### src/core/vcxa_defines.svh
// Register offsets, field positions, reset values and character codes of the crosspoint control
`ifndef VCXA_DEFINES_SVH
`define VCXA_DEFINES_SVH

`define VCXA_ADDR_W 8
`define VCXA_OFF_CMD 8'h00
`define VCXA_OFF_REPLY_INFO 8'h04
`define VCXA_OFF_ROUTE 8'h08
`define VCXA_OFF_AUTOPICK 8'h0c
`define VCXA_OFF_RANK 8'h10
`define VCXA_OFF_IN_LIVE 8'h20
`define VCXA_OFF_OUT_LIVE 8'h30
`define VCXA_OFF_REPLY_TEXT 8'h40

`define VCXA_CMD_OP_LSB 0
`define VCXA_CMD_IN_LSB 4
`define VCXA_CMD_OUT_LSB 6
`define VCXA_CMD_EN_VLD 8
`define VCXA_CMD_EN 9
`define VCXA_CMD_MODE_VLD 10
`define VCXA_CMD_MODE_LSB 11
`define VCXA_CMD_PRE_VLD 13
`define VCXA_CMD_PRE 14
`define VCXA_CMD_RANK_LSB 16

`define VCXA_INFO_LEN_LSB 0
`define VCXA_INFO_KIND 8
`define VCXA_INFO_ERR 9
`define VCXA_INFO_VALID 16

`define VCXA_AUTO_EN_RST 1'b0
`define VCXA_PREEMPT_RST 1'b0
`define VCXA_ROUTE_RST 2'h0

`define VCXA_RESP_OKAY 2'h0
`define VCXA_RESP_DECERR 2'h3

`define VCXA_CH_T 8'h54
`define VCXA_CH_L 8'h4c
`define VCXA_CH_M 8'h4d
`define VCXA_CH_U 8'h55
`define VCXA_CH_E 8'h45
`define VCXA_CH_D 8'h44
`define VCXA_CH_F 8'h46
`define VCXA_CH_P 8'h50
`define VCXA_CH_I 8'h49
`define VCXA_CH_ZERO 8'h30
`define VCXA_CH_HEX_A 8'h37
`define VCXA_CH_SEMI 8'h3b
`define VCXA_CH_COMMA 8'h2c

`endif

### src/core/vcxa_pkg.sv
// Types and shared encoding functions of the crosspoint control
`include "vcxa_defines.svh"
package vcxa_pkg;

  typedef struct packed {
    logic mute;
    logic lock;
    logic [1:0] audio;
    logic [1:0] crypt;
    logic [1:0] signal;
    logic [1:0] link;
  } vcxa_live_t;

  typedef enum logic [3:0] {
    VCXA_OP_NONE,
    VCXA_OP_IN_STATE,
    VCXA_OP_OUT_STATE,
    VCXA_OP_ROUTE,
    VCXA_OP_AUTO,
    VCXA_OP_RANK,
    VCXA_OP_SWITCH,
    VCXA_OP_SET_AUTO,
    VCXA_OP_SET_RANK
  } vcxa_op_t;

  typedef enum logic [1:0] {
    VCXA_MODE_FIRST,
    VCXA_MODE_PRIO,
    VCXA_MODE_LAST
  } vcxa_mode_t;

  typedef struct packed {
    logic en;
    vcxa_mode_t mode;
    logic preempt;
  } vcxa_auto_t;

  typedef enum logic {
    VCXA_KIND_PR,
    VCXA_KIND_MO
  } vcxa_kind_t;

  function automatic logic present(input logic [1:0] f);
    return f == 2'b11;
  endfunction

  function automatic logic [7:0] lock_letter(input vcxa_live_t s);
    logic [7:0] c;
    unique case ({s.mute, s.lock})
      2'b00: c = `VCXA_CH_T;
      2'b01: c = `VCXA_CH_L;
      2'b10: c = `VCXA_CH_M;
      2'b11: c = `VCXA_CH_U;
    endcase
    return c;
  endfunction

  function automatic logic [7:0] hex_char(input logic [3:0] n);
    return (n < 4'ha) ? `VCXA_CH_ZERO + {4'h0, n} : `VCXA_CH_HEX_A + {4'h0, n};
  endfunction

  // Upper byte is reserved and always zero
  function automatic logic [15:0] status_code(input vcxa_live_t s);
    return {8'h00, s.audio, s.crypt, s.signal, s.link};
  endfunction

  function automatic logic [7:0] mode_letter(input vcxa_mode_t m);
    logic [7:0] c;
    unique case (m)
      VCXA_MODE_FIRST: c = `VCXA_CH_F;
      VCXA_MODE_PRIO: c = `VCXA_CH_P;
      VCXA_MODE_LAST: c = `VCXA_CH_L;
      default: c = `VCXA_CH_F;
    endcase
    return c;
  endfunction

endpackage

### src/core/vcxa_ctrl.sv
// Crosspoint control: register slave, command execution, reply capture and autoselect
`include "vcxa_defines.svh"
module vcxa_ctrl #(
  parameter int N_IN = 4,
  parameter int N_OUT = 2,
  parameter int DEPTH = 32
) (
  // Clock and reset
  input wire logic ref_clk,
  input wire logic rst_b,
  // AXI4-Lite write address
  input wire logic s_axi_awvalid,
  output logic s_axi_awready,
  input wire logic [`VCXA_ADDR_W-1:0] s_axi_awaddr,
  input wire logic [2:0] s_axi_awprot,
  // AXI4-Lite write data
  input wire logic s_axi_wvalid,
  output logic s_axi_wready,
  input wire logic [31:0] s_axi_wdata,
  input wire logic [3:0] s_axi_wstrb,
  // AXI4-Lite write response
  output logic s_axi_bvalid,
  input wire logic s_axi_bready,
  output logic [1:0] s_axi_bresp,
  // AXI4-Lite read address
  input wire logic s_axi_arvalid,
  output logic s_axi_arready,
  input wire logic [`VCXA_ADDR_W-1:0] s_axi_araddr,
  input wire logic [2:0] s_axi_arprot,
  // AXI4-Lite read data
  output logic s_axi_rvalid,
  input wire logic s_axi_rready,
  output logic [31:0] s_axi_rdata,
  output logic [1:0] s_axi_rresp,
  // Live port detection pins
  input wire vcxa_pkg::vcxa_live_t [N_IN-1:0] in_live,
  input wire vcxa_pkg::vcxa_live_t [N_OUT-1:0] out_live,
  // Crosspoint selection
  output logic [N_OUT-1:0][1:0] route_sel
);

  localparam int IW = 2;

  if (N_IN < 2 || N_IN > 4 || N_OUT < 1 || N_OUT > 2 || DEPTH > 63 ||
      DEPTH < 6 * N_IN - 1 || DEPTH < 2 * N_IN * N_OUT - 1) begin : g_bad_param
    $error("vcxa_ctrl: unsupported port counts or reply depth");
  end

  typedef struct packed {
    vcxa_pkg::vcxa_live_t [N_IN-1:0] in_s1;
    vcxa_pkg::vcxa_live_t [N_IN-1:0] in_s2;
    vcxa_pkg::vcxa_live_t [N_OUT-1:0] out_s1;
    vcxa_pkg::vcxa_live_t [N_OUT-1:0] out_s2;
    logic [N_IN-1:0] link_prev;
    logic [N_OUT-1:0][IW-1:0] route;
    vcxa_pkg::vcxa_auto_t [N_OUT-1:0] auto_set;
    logic [N_OUT-1:0][N_IN-1:0][1:0] rank;
    logic aw_got;
    logic w_got;
    logic [`VCXA_ADDR_W-1:0] awaddr;
    logic [31:0] wdata;
    logic [3:0] wstrb;
    logic bvalid;
    logic [1:0] bresp;
    logic rvalid;
    logic [31:0] rdata;
    logic [1:0] rresp;
    logic [DEPTH-1:0][7:0] text;
    logic [5:0] len;
    vcxa_pkg::vcxa_kind_t kind;
    logic err;
    logic valid;
  } vcxa_state_t;

  function automatic vcxa_state_t reset_state();
    vcxa_state_t s;
    s = '0;
    s.link_prev = '1;
    for (int o = 0; o < N_OUT; o++) begin
      s.route[o] = `VCXA_ROUTE_RST;
      s.auto_set[o].en = `VCXA_AUTO_EN_RST;
      s.auto_set[o].mode = vcxa_pkg::VCXA_MODE_FIRST;
      s.auto_set[o].preempt = `VCXA_PREEMPT_RST;
      for (int i = 0; i < N_IN; i++) begin
        s.rank[o][i] = 2'(i);
      end
    end
    return s;
  endfunction

  localparam vcxa_state_t STATE_RST = reset_state();

  // Byte lanes that were not strobed are taken as zero
  function automatic logic [31:0] lane_mask(input logic [3:0] strb);
    return {{8{strb[3]}}, {8{strb[2]}}, {8{strb[1]}}, {8{strb[0]}}};
  endfunction

  vcxa_state_t state_reg;
  vcxa_state_t state_next;
  vcxa_pkg::vcxa_op_t bld_op;
  logic [DEPTH-1:0][7:0] bld_text;
  logic [5:0] bld_len;

  // Builder reads the synchronised live state, so live replies trail the pins by two cycles
  vcxa_reply_builder #(
    .N_IN(N_IN),
    .N_OUT(N_OUT),
    .IW(IW),
    .DEPTH(DEPTH)
  ) u_reply (
    .op(bld_op),
    .in_live(state_reg.in_s2),
    .out_live(state_reg.out_s2),
    .route(state_reg.route),
    .auto_set(state_reg.auto_set),
    .rank(state_reg.rank),
    .text(bld_text),
    .len(bld_len)
  );

  assign s_axi_awready = !state_reg.aw_got && !state_reg.bvalid;
  assign s_axi_wready = !state_reg.w_got && !state_reg.bvalid;
  assign s_axi_arready = !state_reg.rvalid;
  assign s_axi_bvalid = state_reg.bvalid;
  assign s_axi_bresp = state_reg.bresp;
  assign s_axi_rvalid = state_reg.rvalid;
  assign s_axi_rdata = state_reg.rdata;
  assign s_axi_rresp = state_reg.rresp;
  assign route_sel = state_reg.route;

  always_comb begin
    logic do_write, cmd_go, out_idx, idx_ok, cur_act, first_ok, best_ok, new_ok, act;
    logic [31:0] cmd;
    vcxa_pkg::vcxa_op_t op;
    logic [IW-1:0] in_idx, cur, first_i, best_i, new_i;
    logic [N_OUT-1:0] switched;
    logic [`VCXA_ADDR_W-1:0] ra;
    state_next = state_reg;
    do_write = state_reg.aw_got && state_reg.w_got && !state_reg.bvalid;
    cmd_go = do_write && state_reg.awaddr[`VCXA_ADDR_W-1:2] == `VCXA_OFF_CMD >> 2;
    cmd = state_reg.wdata & lane_mask(state_reg.wstrb);
    op = vcxa_pkg::vcxa_op_t'(cmd[`VCXA_CMD_OP_LSB +: 4]);
    in_idx = cmd[`VCXA_CMD_IN_LSB +: IW];
    out_idx = cmd[`VCXA_CMD_OUT_LSB];
    idx_ok = 32'(in_idx) < N_IN && 32'(out_idx) < N_OUT;
    switched = '0;
    ra = s_axi_araddr;
    cur = '0;
    cur_act = 1'b0;
    first_i = '0;
    first_ok = 1'b0;
    best_i = '0;
    best_ok = 1'b0;
    new_i = '0;
    new_ok = 1'b0;
    act = 1'b0;
    bld_op = cmd_go ? op : vcxa_pkg::VCXA_OP_NONE;

    // Two-stage synchronisers; an unknown link keeps the attach memory, so reset fakes no edge
    state_next.in_s1 = in_live;
    state_next.in_s2 = state_reg.in_s1;
    state_next.out_s1 = out_live;
    state_next.out_s2 = state_reg.out_s1;
    for (int i = 0; i < N_IN; i++) begin
      state_next.link_prev[i] = vcxa_pkg::present(state_reg.in_s2[i].link) ||
        (state_reg.link_prev[i] && state_reg.in_s2[i].link == 2'b00);
    end

    // Write channels are taken independently, in either order
    if (s_axi_awvalid && s_axi_awready) begin
      state_next.aw_got = 1'b1;
      state_next.awaddr = s_axi_awaddr;
    end
    if (s_axi_wvalid && s_axi_wready) begin
      state_next.w_got = 1'b1;
      state_next.wdata = s_axi_wdata;
      state_next.wstrb = s_axi_wstrb;
    end
    if (do_write) begin
      state_next.aw_got = 1'b0;
      state_next.w_got = 1'b0;
      state_next.bvalid = 1'b1;
      state_next.bresp = cmd_go ? `VCXA_RESP_OKAY : `VCXA_RESP_DECERR;
    end
    if (state_reg.bvalid && s_axi_bready) begin
      state_next.bvalid = 1'b0;
    end

    // Command execution
    if (cmd_go) begin
      state_next.valid = 1'b1;
      state_next.err = 1'b0;
      state_next.len = '0;
      state_next.kind = vcxa_pkg::VCXA_KIND_MO;
      unique case (op)
        vcxa_pkg::VCXA_OP_IN_STATE, vcxa_pkg::VCXA_OP_OUT_STATE, vcxa_pkg::VCXA_OP_ROUTE,
        vcxa_pkg::VCXA_OP_AUTO, vcxa_pkg::VCXA_OP_RANK: begin
          state_next.kind = vcxa_pkg::VCXA_KIND_PR;
          state_next.text = bld_text;
          state_next.len = bld_len;
        end
        vcxa_pkg::VCXA_OP_SWITCH: begin
          if (idx_ok) begin
            state_next.route[out_idx] = in_idx;
            switched[out_idx] = 1'b1;
          end else begin
            state_next.err = 1'b1;
          end
        end
        vcxa_pkg::VCXA_OP_SET_AUTO: begin
          if (!idx_ok) begin
            state_next.err = 1'b1;
          end else begin
            if (cmd[`VCXA_CMD_EN_VLD]) begin
              state_next.auto_set[out_idx].en = cmd[`VCXA_CMD_EN];
            end
            if (cmd[`VCXA_CMD_MODE_VLD]) begin
              state_next.auto_set[out_idx].mode =
                vcxa_pkg::vcxa_mode_t'(cmd[`VCXA_CMD_MODE_LSB +: 2]);
            end
            if (cmd[`VCXA_CMD_PRE_VLD]) begin
              state_next.auto_set[out_idx].preempt = cmd[`VCXA_CMD_PRE];
            end
            if (cmd[`VCXA_CMD_MODE_VLD] && cmd[`VCXA_CMD_MODE_LSB +: 2] == 2'b11) begin
              state_next.auto_set[out_idx].mode = state_reg.auto_set[out_idx].mode;
              state_next.err = 1'b1;
            end
          end
        end
        vcxa_pkg::VCXA_OP_SET_RANK: begin
          if (idx_ok) begin
            state_next.rank[out_idx][in_idx] = cmd[`VCXA_CMD_RANK_LSB +: 2];
          end else begin
            state_next.err = 1'b1;
          end
        end
        default: begin
          state_next.err = 1'b1;
        end
      endcase
    end

    // Autoselect; an explicit switch owns its output for that cycle
    for (int o = 0; o < N_OUT; o++) begin
      cur = state_reg.route[o];
      cur_act = vcxa_pkg::present(state_reg.in_s2[cur].signal);
      first_ok = 1'b0;
      best_ok = 1'b0;
      new_ok = 1'b0;
      first_i = '0;
      best_i = '0;
      new_i = '0;
      for (int i = N_IN - 1; i >= 0; i--) begin
        act = vcxa_pkg::present(state_reg.in_s2[i].signal);
        if (act) begin
          first_i = IW'(i);
          first_ok = 1'b1;
        end
        if (vcxa_pkg::present(state_reg.in_s2[i].link) && !state_reg.link_prev[i]) begin
          new_i = IW'(i);
          new_ok = 1'b1;
        end
        // Scanning downward with <= leaves the lowest number on a tie
        if (act && (!best_ok || state_reg.rank[o][i] <= state_reg.rank[o][best_i])) begin
          best_i = IW'(i);
          best_ok = 1'b1;
        end
      end
      if (state_reg.auto_set[o].en && !switched[o]) begin
        unique case (state_reg.auto_set[o].mode)
          vcxa_pkg::VCXA_MODE_FIRST: begin
            if (!cur_act && first_ok) begin
              state_next.route[o] = first_i;
            end
          end
          vcxa_pkg::VCXA_MODE_PRIO: begin
            if (best_ok && !cur_act) begin
              state_next.route[o] = best_i;
            end else if (best_ok && state_reg.auto_set[o].preempt && best_i != cur) begin
              state_next.route[o] = best_i;
            end
          end
          vcxa_pkg::VCXA_MODE_LAST: begin
            if (new_ok) begin
              state_next.route[o] = new_i;
            end
          end
          default: begin
            state_next.route[o] = cur;
          end
        endcase
      end
    end

    // Read channel
    if (state_reg.rvalid && s_axi_rready) begin
      state_next.rvalid = 1'b0;
    end
    if (s_axi_arvalid && s_axi_arready) begin
      state_next.rvalid = 1'b1;
      state_next.rdata = '0;
      state_next.rresp = `VCXA_RESP_OKAY;
      if (ra >= `VCXA_OFF_REPLY_TEXT && 32'(ra - `VCXA_OFF_REPLY_TEXT) < 4 * DEPTH) begin
        state_next.rdata = {24'h0, state_reg.text[(ra - `VCXA_OFF_REPLY_TEXT) >> 2]};
      end else if (ra >= `VCXA_OFF_IN_LIVE && 32'(ra - `VCXA_OFF_IN_LIVE) < 4 * N_IN) begin
        state_next.rdata = {22'h0, state_reg.in_s2[(ra - `VCXA_OFF_IN_LIVE) >> 2]};
      end else if (ra >= `VCXA_OFF_OUT_LIVE && 32'(ra - `VCXA_OFF_OUT_LIVE) < 4 * N_OUT) begin
        state_next.rdata = {22'h0, state_reg.out_s2[(ra - `VCXA_OFF_OUT_LIVE) >> 2]};
      end else begin
        unique case (ra[`VCXA_ADDR_W-1:2])
          `VCXA_OFF_CMD >> 2: begin
            state_next.rdata = '0;
          end
          `VCXA_OFF_REPLY_INFO >> 2: begin
            state_next.rdata[`VCXA_INFO_LEN_LSB +: 6] = state_reg.len;
            state_next.rdata[`VCXA_INFO_KIND] = state_reg.kind;
            state_next.rdata[`VCXA_INFO_ERR] = state_reg.err;
            state_next.rdata[`VCXA_INFO_VALID] = state_reg.valid;
          end
          `VCXA_OFF_ROUTE >> 2: begin
            state_next.rdata = 32'(state_reg.route);
          end
          `VCXA_OFF_AUTOPICK >> 2: begin
            state_next.rdata = 32'(state_reg.auto_set);
          end
          `VCXA_OFF_RANK >> 2: begin
            state_next.rdata = 32'(state_reg.rank);
          end
          default: begin
            state_next.rresp = `VCXA_RESP_DECERR;
          end
        endcase
      end
    end
  end

  always_ff @(posedge ref_clk) begin
    if (!rst_b) begin
      state_reg <= STATE_RST;
    end else begin
      state_reg <= state_next;
    end
  end

endmodule // vcxa_ctrl

### src/core/vcxa_reply_builder.sv
// Combinational text builder for the property read replies
module vcxa_reply_builder #(
  parameter int N_IN = 4,
  parameter int N_OUT = 2,
  parameter int IW = 2,
  parameter int DEPTH = 32
) (
  // Query and live state
  input wire vcxa_pkg::vcxa_op_t op,
  input wire vcxa_pkg::vcxa_live_t [N_IN-1:0] in_live,
  input wire vcxa_pkg::vcxa_live_t [N_OUT-1:0] out_live,
  input wire logic [N_OUT-1:0][IW-1:0] route,
  input wire vcxa_pkg::vcxa_auto_t [N_OUT-1:0] auto_set,
  input wire logic [N_OUT-1:0][N_IN-1:0][1:0] rank,
  // Reply text
  output logic [DEPTH-1:0][7:0] text,
  output logic [5:0] len
);

  function automatic logic [39:0] entry(input vcxa_pkg::vcxa_live_t s);
    logic [15:0] c;
    c = vcxa_pkg::status_code(s);
    return {vcxa_pkg::lock_letter(s), vcxa_pkg::hex_char(c[15:12]),
            vcxa_pkg::hex_char(c[11:8]), vcxa_pkg::hex_char(c[7:4]),
            vcxa_pkg::hex_char(c[3:0])};
  endfunction

  always_comb begin
    int n;
    logic [39:0] e;
    n = 0;
    e = '0;
    text = '0;
    unique case (op)
      vcxa_pkg::VCXA_OP_IN_STATE: begin
        for (int i = 0; i < N_IN; i++) begin
          if (i > 0) begin
            text[n] = `VCXA_CH_SEMI;
            n++;
          end
          e = entry(in_live[i]);
          for (int k = 0; k < 5; k++) begin
            text[n] = e[39-8*k -: 8];
            n++;
          end
        end
      end
      vcxa_pkg::VCXA_OP_OUT_STATE: begin
        for (int o = 0; o < N_OUT; o++) begin
          if (o > 0) begin
            text[n] = `VCXA_CH_SEMI;
            n++;
          end
          e = entry(out_live[o]);
          for (int k = 0; k < 5; k++) begin
            text[n] = e[39-8*k -: 8];
            n++;
          end
        end
      end
      vcxa_pkg::VCXA_OP_ROUTE: begin
        for (int o = 0; o < N_OUT; o++) begin
          if (o > 0) begin
            text[n] = `VCXA_CH_SEMI;
            n++;
          end
          text[n] = `VCXA_CH_I;
          text[n+1] = vcxa_pkg::hex_char(4'(route[o]) + 4'h1);
          n = n + 2;
        end
      end
      vcxa_pkg::VCXA_OP_AUTO: begin
        for (int o = 0; o < N_OUT; o++) begin
          if (o > 0) begin
            text[n] = `VCXA_CH_SEMI;
            n++;
          end
          text[n] = auto_set[o].en ? `VCXA_CH_E : `VCXA_CH_D;
          text[n+1] = vcxa_pkg::mode_letter(auto_set[o].mode);
          n = n + 2;
          if (auto_set[o].preempt) begin
            text[n] = `VCXA_CH_M;
            n++;
          end
        end
      end
      vcxa_pkg::VCXA_OP_RANK: begin
        for (int o = 0; o < N_OUT; o++) begin
          for (int i = 0; i < N_IN; i++) begin
            if (i > 0) begin
              text[n] = `VCXA_CH_COMMA;
              n++;
            end else if (o > 0) begin
              text[n] = `VCXA_CH_SEMI;
              n++;
            end
            text[n] = vcxa_pkg::hex_char({2'b00, rank[o][i]});
            n++;
          end
        end
      end
      vcxa_pkg::VCXA_OP_NONE, vcxa_pkg::VCXA_OP_SWITCH, vcxa_pkg::VCXA_OP_SET_AUTO,
      vcxa_pkg::VCXA_OP_SET_RANK: begin
        n = 0;
      end
      default: begin
        n = 0;
      end
    endcase
    len = 6'(n);
  end

endmodule // vcxa_reply_builder

### config.mk
export PLATFORM = sky130hd
export DESIGN_NAME = vcxa_ctrl
export DESIGN_NICKNAME = d
export VERILOG_FILES = /design/src/core/vcxa_pkg.sv /design/src/core/vcxa_ctrl.sv /design/src/core/vcxa_reply_builder.sv
export VERILOG_INCLUDE_DIRS = /design/src /design/src/core
export SDC_FILE = /design/constraint.sdc
export NUM_CORES = 1
export LEC_CHECK = 0
export ABC_CLOCK_PERIOD_IN_PS = 7000
export BUFFER_PORTS_ARGS = -buffer_cell sky130_fd_sc_hd__buf_2
export CORE_UTILIZATION = 59
export DETAILED_ROUTE_END_ITERATION = 10
export GPL_ROUTABILITY_DRIVEN = 0
export PLACE_DENSITY = 0.84
export SYNTH_ARGS = -nofsm -noshare
export SYNTH_HDL_FRONTEND = slang
export SYNTH_SLANG_ARGS = --single-unit
### constraint.sdc
create_clock -name ref_clk -period 7 [get_ports ref_clk]
set_clock_uncertainty 0.05 [all_clocks]
set_input_delay 1.05 -clock ref_clk [delete_from_list [all_inputs] [get_ports ref_clk]]
set_output_delay 1.05 -clock ref_clk [all_outputs]
set_load 0.02 [all_outputs]
==> results by group <==
Die
  – Initial Util: 0.6036
  – Die W: 162.7 um
  – Die Y-Extent: 162.7 um
  – Row count: 58
  – Die area: 0.02648 mm^2
  – Core box area: 0.02525 mm^2
  – Ports: 170

Route
  – DR vias/cell: 6.338
  – Final WL: 42260 um
  – Post-route ant nets: 0
  – DR pass1 iterations: 9
  – Vias: 13370
  – Starting DRT DRC Count: 2105
  – WL/cell: 20.03 um
  – Remaining DRCs: 0

Logic synthesis
  – Main area contributors after synthesis: dfxtp_1 (40%), and2_1 (5.5%), ha_1 (5.5%), mux4_2 (4.6%), nand2_1 (4.3%)
  – Top FF cell, synth: dfxtp_1
  – Part of the Yosys area used for sequential elements: 0.4045
  – Yosys cell types: 82
  – Flops & latches, synth: 308
  – Ys async rst share: 0
  – Most common cell in the synthesized netlist: dfxtp_1
  – Mapped Cells: 1720
  – Top cells by count, synth: dfxtp_1 (308), nand2_1 (176), nor2_1 (143)
  – EDFF count, synth: 0
  – Yosys top cell by area: dfxtp_1
  – Synth top area share: 0.4045
  – Mean cell area of the mapped netlist: 8.862 um^2
  – Post-Syn Area: 0.01524 mm^2
  – YS warnings: 0

STA
  – RSZ-0062 raised after global routing: false
  – Worst Tran Pin Value: 1.209 ns
  – Slew HR: 0.1940
  – Worst hold margin: 0.3748 ns
  – Final Cycle Share: 0.8296
  – Max Slew Vio Count: 0
  – Final Critical Period: 5.807 ns
  – Peak Freq: 0.1722 GHz
  – Total negative slack: 0 ns
  – Final Setup Violations: 0
  – Hold Vio Cnt, Final: 0

Worst setup path
  – RR Startpoint: state_reg[454]
  – Critical Path RT: 7.41 ns
  – CP max FO: 11
  – FF-to-FF setup slack: 1.19 ns
  – Crit path launch type: register
  – Critical path type: reg2reg
  – Crit path DAT: 6.22 ns
  – Worst-case reg-to-reg path depth: 22
  – Kind of end point of the critical path: register
  – FF-to-FF End: route_sel[0]

Power and ir drop
  – Pwr Density: 231.5 mW/mm^2
  – Max VDD drop: 0.2267 mV
  – Leakage: 6.714 nW

Placed design
  – Detail Placement HPWL: 29990 um
  – PortBufs: 127
  – Post-DP Area: 0.01567 mm^2
  – Inst Count DP: 2052

Clock network
  – Reg clk slew, reported paths: 0.06 ns
  – Post-CTS Setup Repair Bufs: 0
  – CTS Hold Bufs: 0
  – # H-tree levels: 1
  – Inserted Clock Buffers: 31
  – Worst skew pair latency: 0.58 ns
  – CTS tree: built
  – CTS Sinks: 308
  – Post-CTS Resized: 0
  – Root buffer cell: clkbuf_16
  – CTS Buffer Depth: 3

GRT
  – Vias in the first global route: 12550
  – First-pass GRT wire length: 66510 um
  – Largest net degree at the start of global routing: 121
  – Grt ovf: 0
  – Initial antenna violation count: 0
  – GRT Resource Usage Total: 0.3180

Worst hold path
  – End of the worst hold path: state_reg[382]
  – Hold Path Stages: 1
  – Worst Min Path Start: state_next[382]
  – Hold WC Path Type: reg2reg

Cells and area
  – Share of cells above drive strength 1: 0.1478
  – Largest register FFs: 223
  – Area grow syn2layout: 9.940%
  – Design area: 0.01676 mm^2
  – Nets: 1947
  – N_diodes: 0
  – Final std cells w/o fill: 2110

Run status
  – Status: completed

Job
  – Max-cap violations: 0
==> how the worst max path moves through the flow <==
stage,from,to,cells past startpoint
CTS,state_reg[454],route_sel[0],22
finish,state_reg[454],route_sel[0],22
global route,state_reg[454],route_sel[0],22
detailed placement,state_reg[454],route_sel[0],22
floorplan,state_reg[453],route_sel[0],24
global placement,state_reg[454],route_sel[0],22
==> worst max-delay path: stages, from the launching register on <==
cell,delay (ns)
dfxtp_1,0.55
nand2_1,0.28
mux2i_1,0.18
ha_1,0.32
nand2b_1,0.06
a221oi_1,0.54
nand2_1,0.12
o21ai_0,0.20
a21oi_1,0.13
ha_1,0.32
nor2b_1,0.17
o211ai_1,0.09
a21oi_1,0.51
mux2_2,0.39
o21ai_0,0.16
ha_1,0.28
nor2b_1,0.15
o21ai_0,0.14
a21oi_1,0.08
o21ai_0,0.36
o31ai_2,0.12
a2111oi_4,0.37
a211oi_2,0.11
==> per-stage QoR <==
stage / utilization / power (mW) / worst slack [ns]
global placement: 0.6203 / 2.153 / 1.599
finish: 0.6636 / 3.880 / 1.193
detailed placement: 0.6203 / 2.164 / 1.338
floorplan: - / 2.083 / 2.075
CTS: 0.6636 / 3.887 / 1.331
global route: 0.6636 / 3.993 / 0.8800
==> placed cells by master, fill, tap and decap left out, drive strengths merged, types with 22 or more instances in the layout <==
master | synthesis | final
nand2 | 177 | 177
inv | 75 | 78
a22oi | 43 | 43
mux4 | 32 | 32
clkbuf | 85 | 37
nor2 | 144 | 144
buf | 64 | 137
ha | 67 | 67
nor3 | 25 | 25
o21ai | 99 | 99
a21oi | 117 | 117
a221oi | 22 | 22
dfxtp | 308 | 308
and2 | 137 | 137
mux2i | 57 | 57
==> report_power, final <==
part	switching, mW	total [mW]	internal, mW
logic	0.171	0.281	0.110
clock network	0.731	1.74	1.01
registers	0.0499	1.85	1.80
==> area by class of cell <==
class	instances	area [um^2]
sequential	308	6166
multi-input combinational	1201	8084
clock buffer	37	838.3
clock inverter	21	255.2
inverter	76	289.0
tap	330	412.9
timing repair buffer	137	713.2
fill	1950	8496
==> metal layers <==
| layer | vias to the layer above | routed length (um) | track usage |
|---|---|---|---|
| met5 | - | 0 | 0 |
| met1 | 6216 | 16730 | 0.4234 |
| met2 | 895 | 17950 | 0.4849 |
| met4 | 0 | 2651 | 0.1746 |
| li1 | 6075 | - | - |
| met3 | 187 | 4928 | 0.06213 |
==> cell families (layout without fill, tap and decap cells) <==
logic type               count (synthesis)  in the layout  synth area share
AO/OA/AOI/OAI                          431            431            0.1857
XOR/XNOR                                21             21           0.01207
adder cells (fa/ha/maj)                 67             67           0.05499
buffers and inverters                  225            271           0.06969
flip-flops                             308            308            0.4045
multiplexers                            99             99           0.09234
other                                    1             15         0.0002460
AND/OR/NAND/NOR                        568            568            0.1805
No activity file was read; power rests on OpenSTA's default activity.
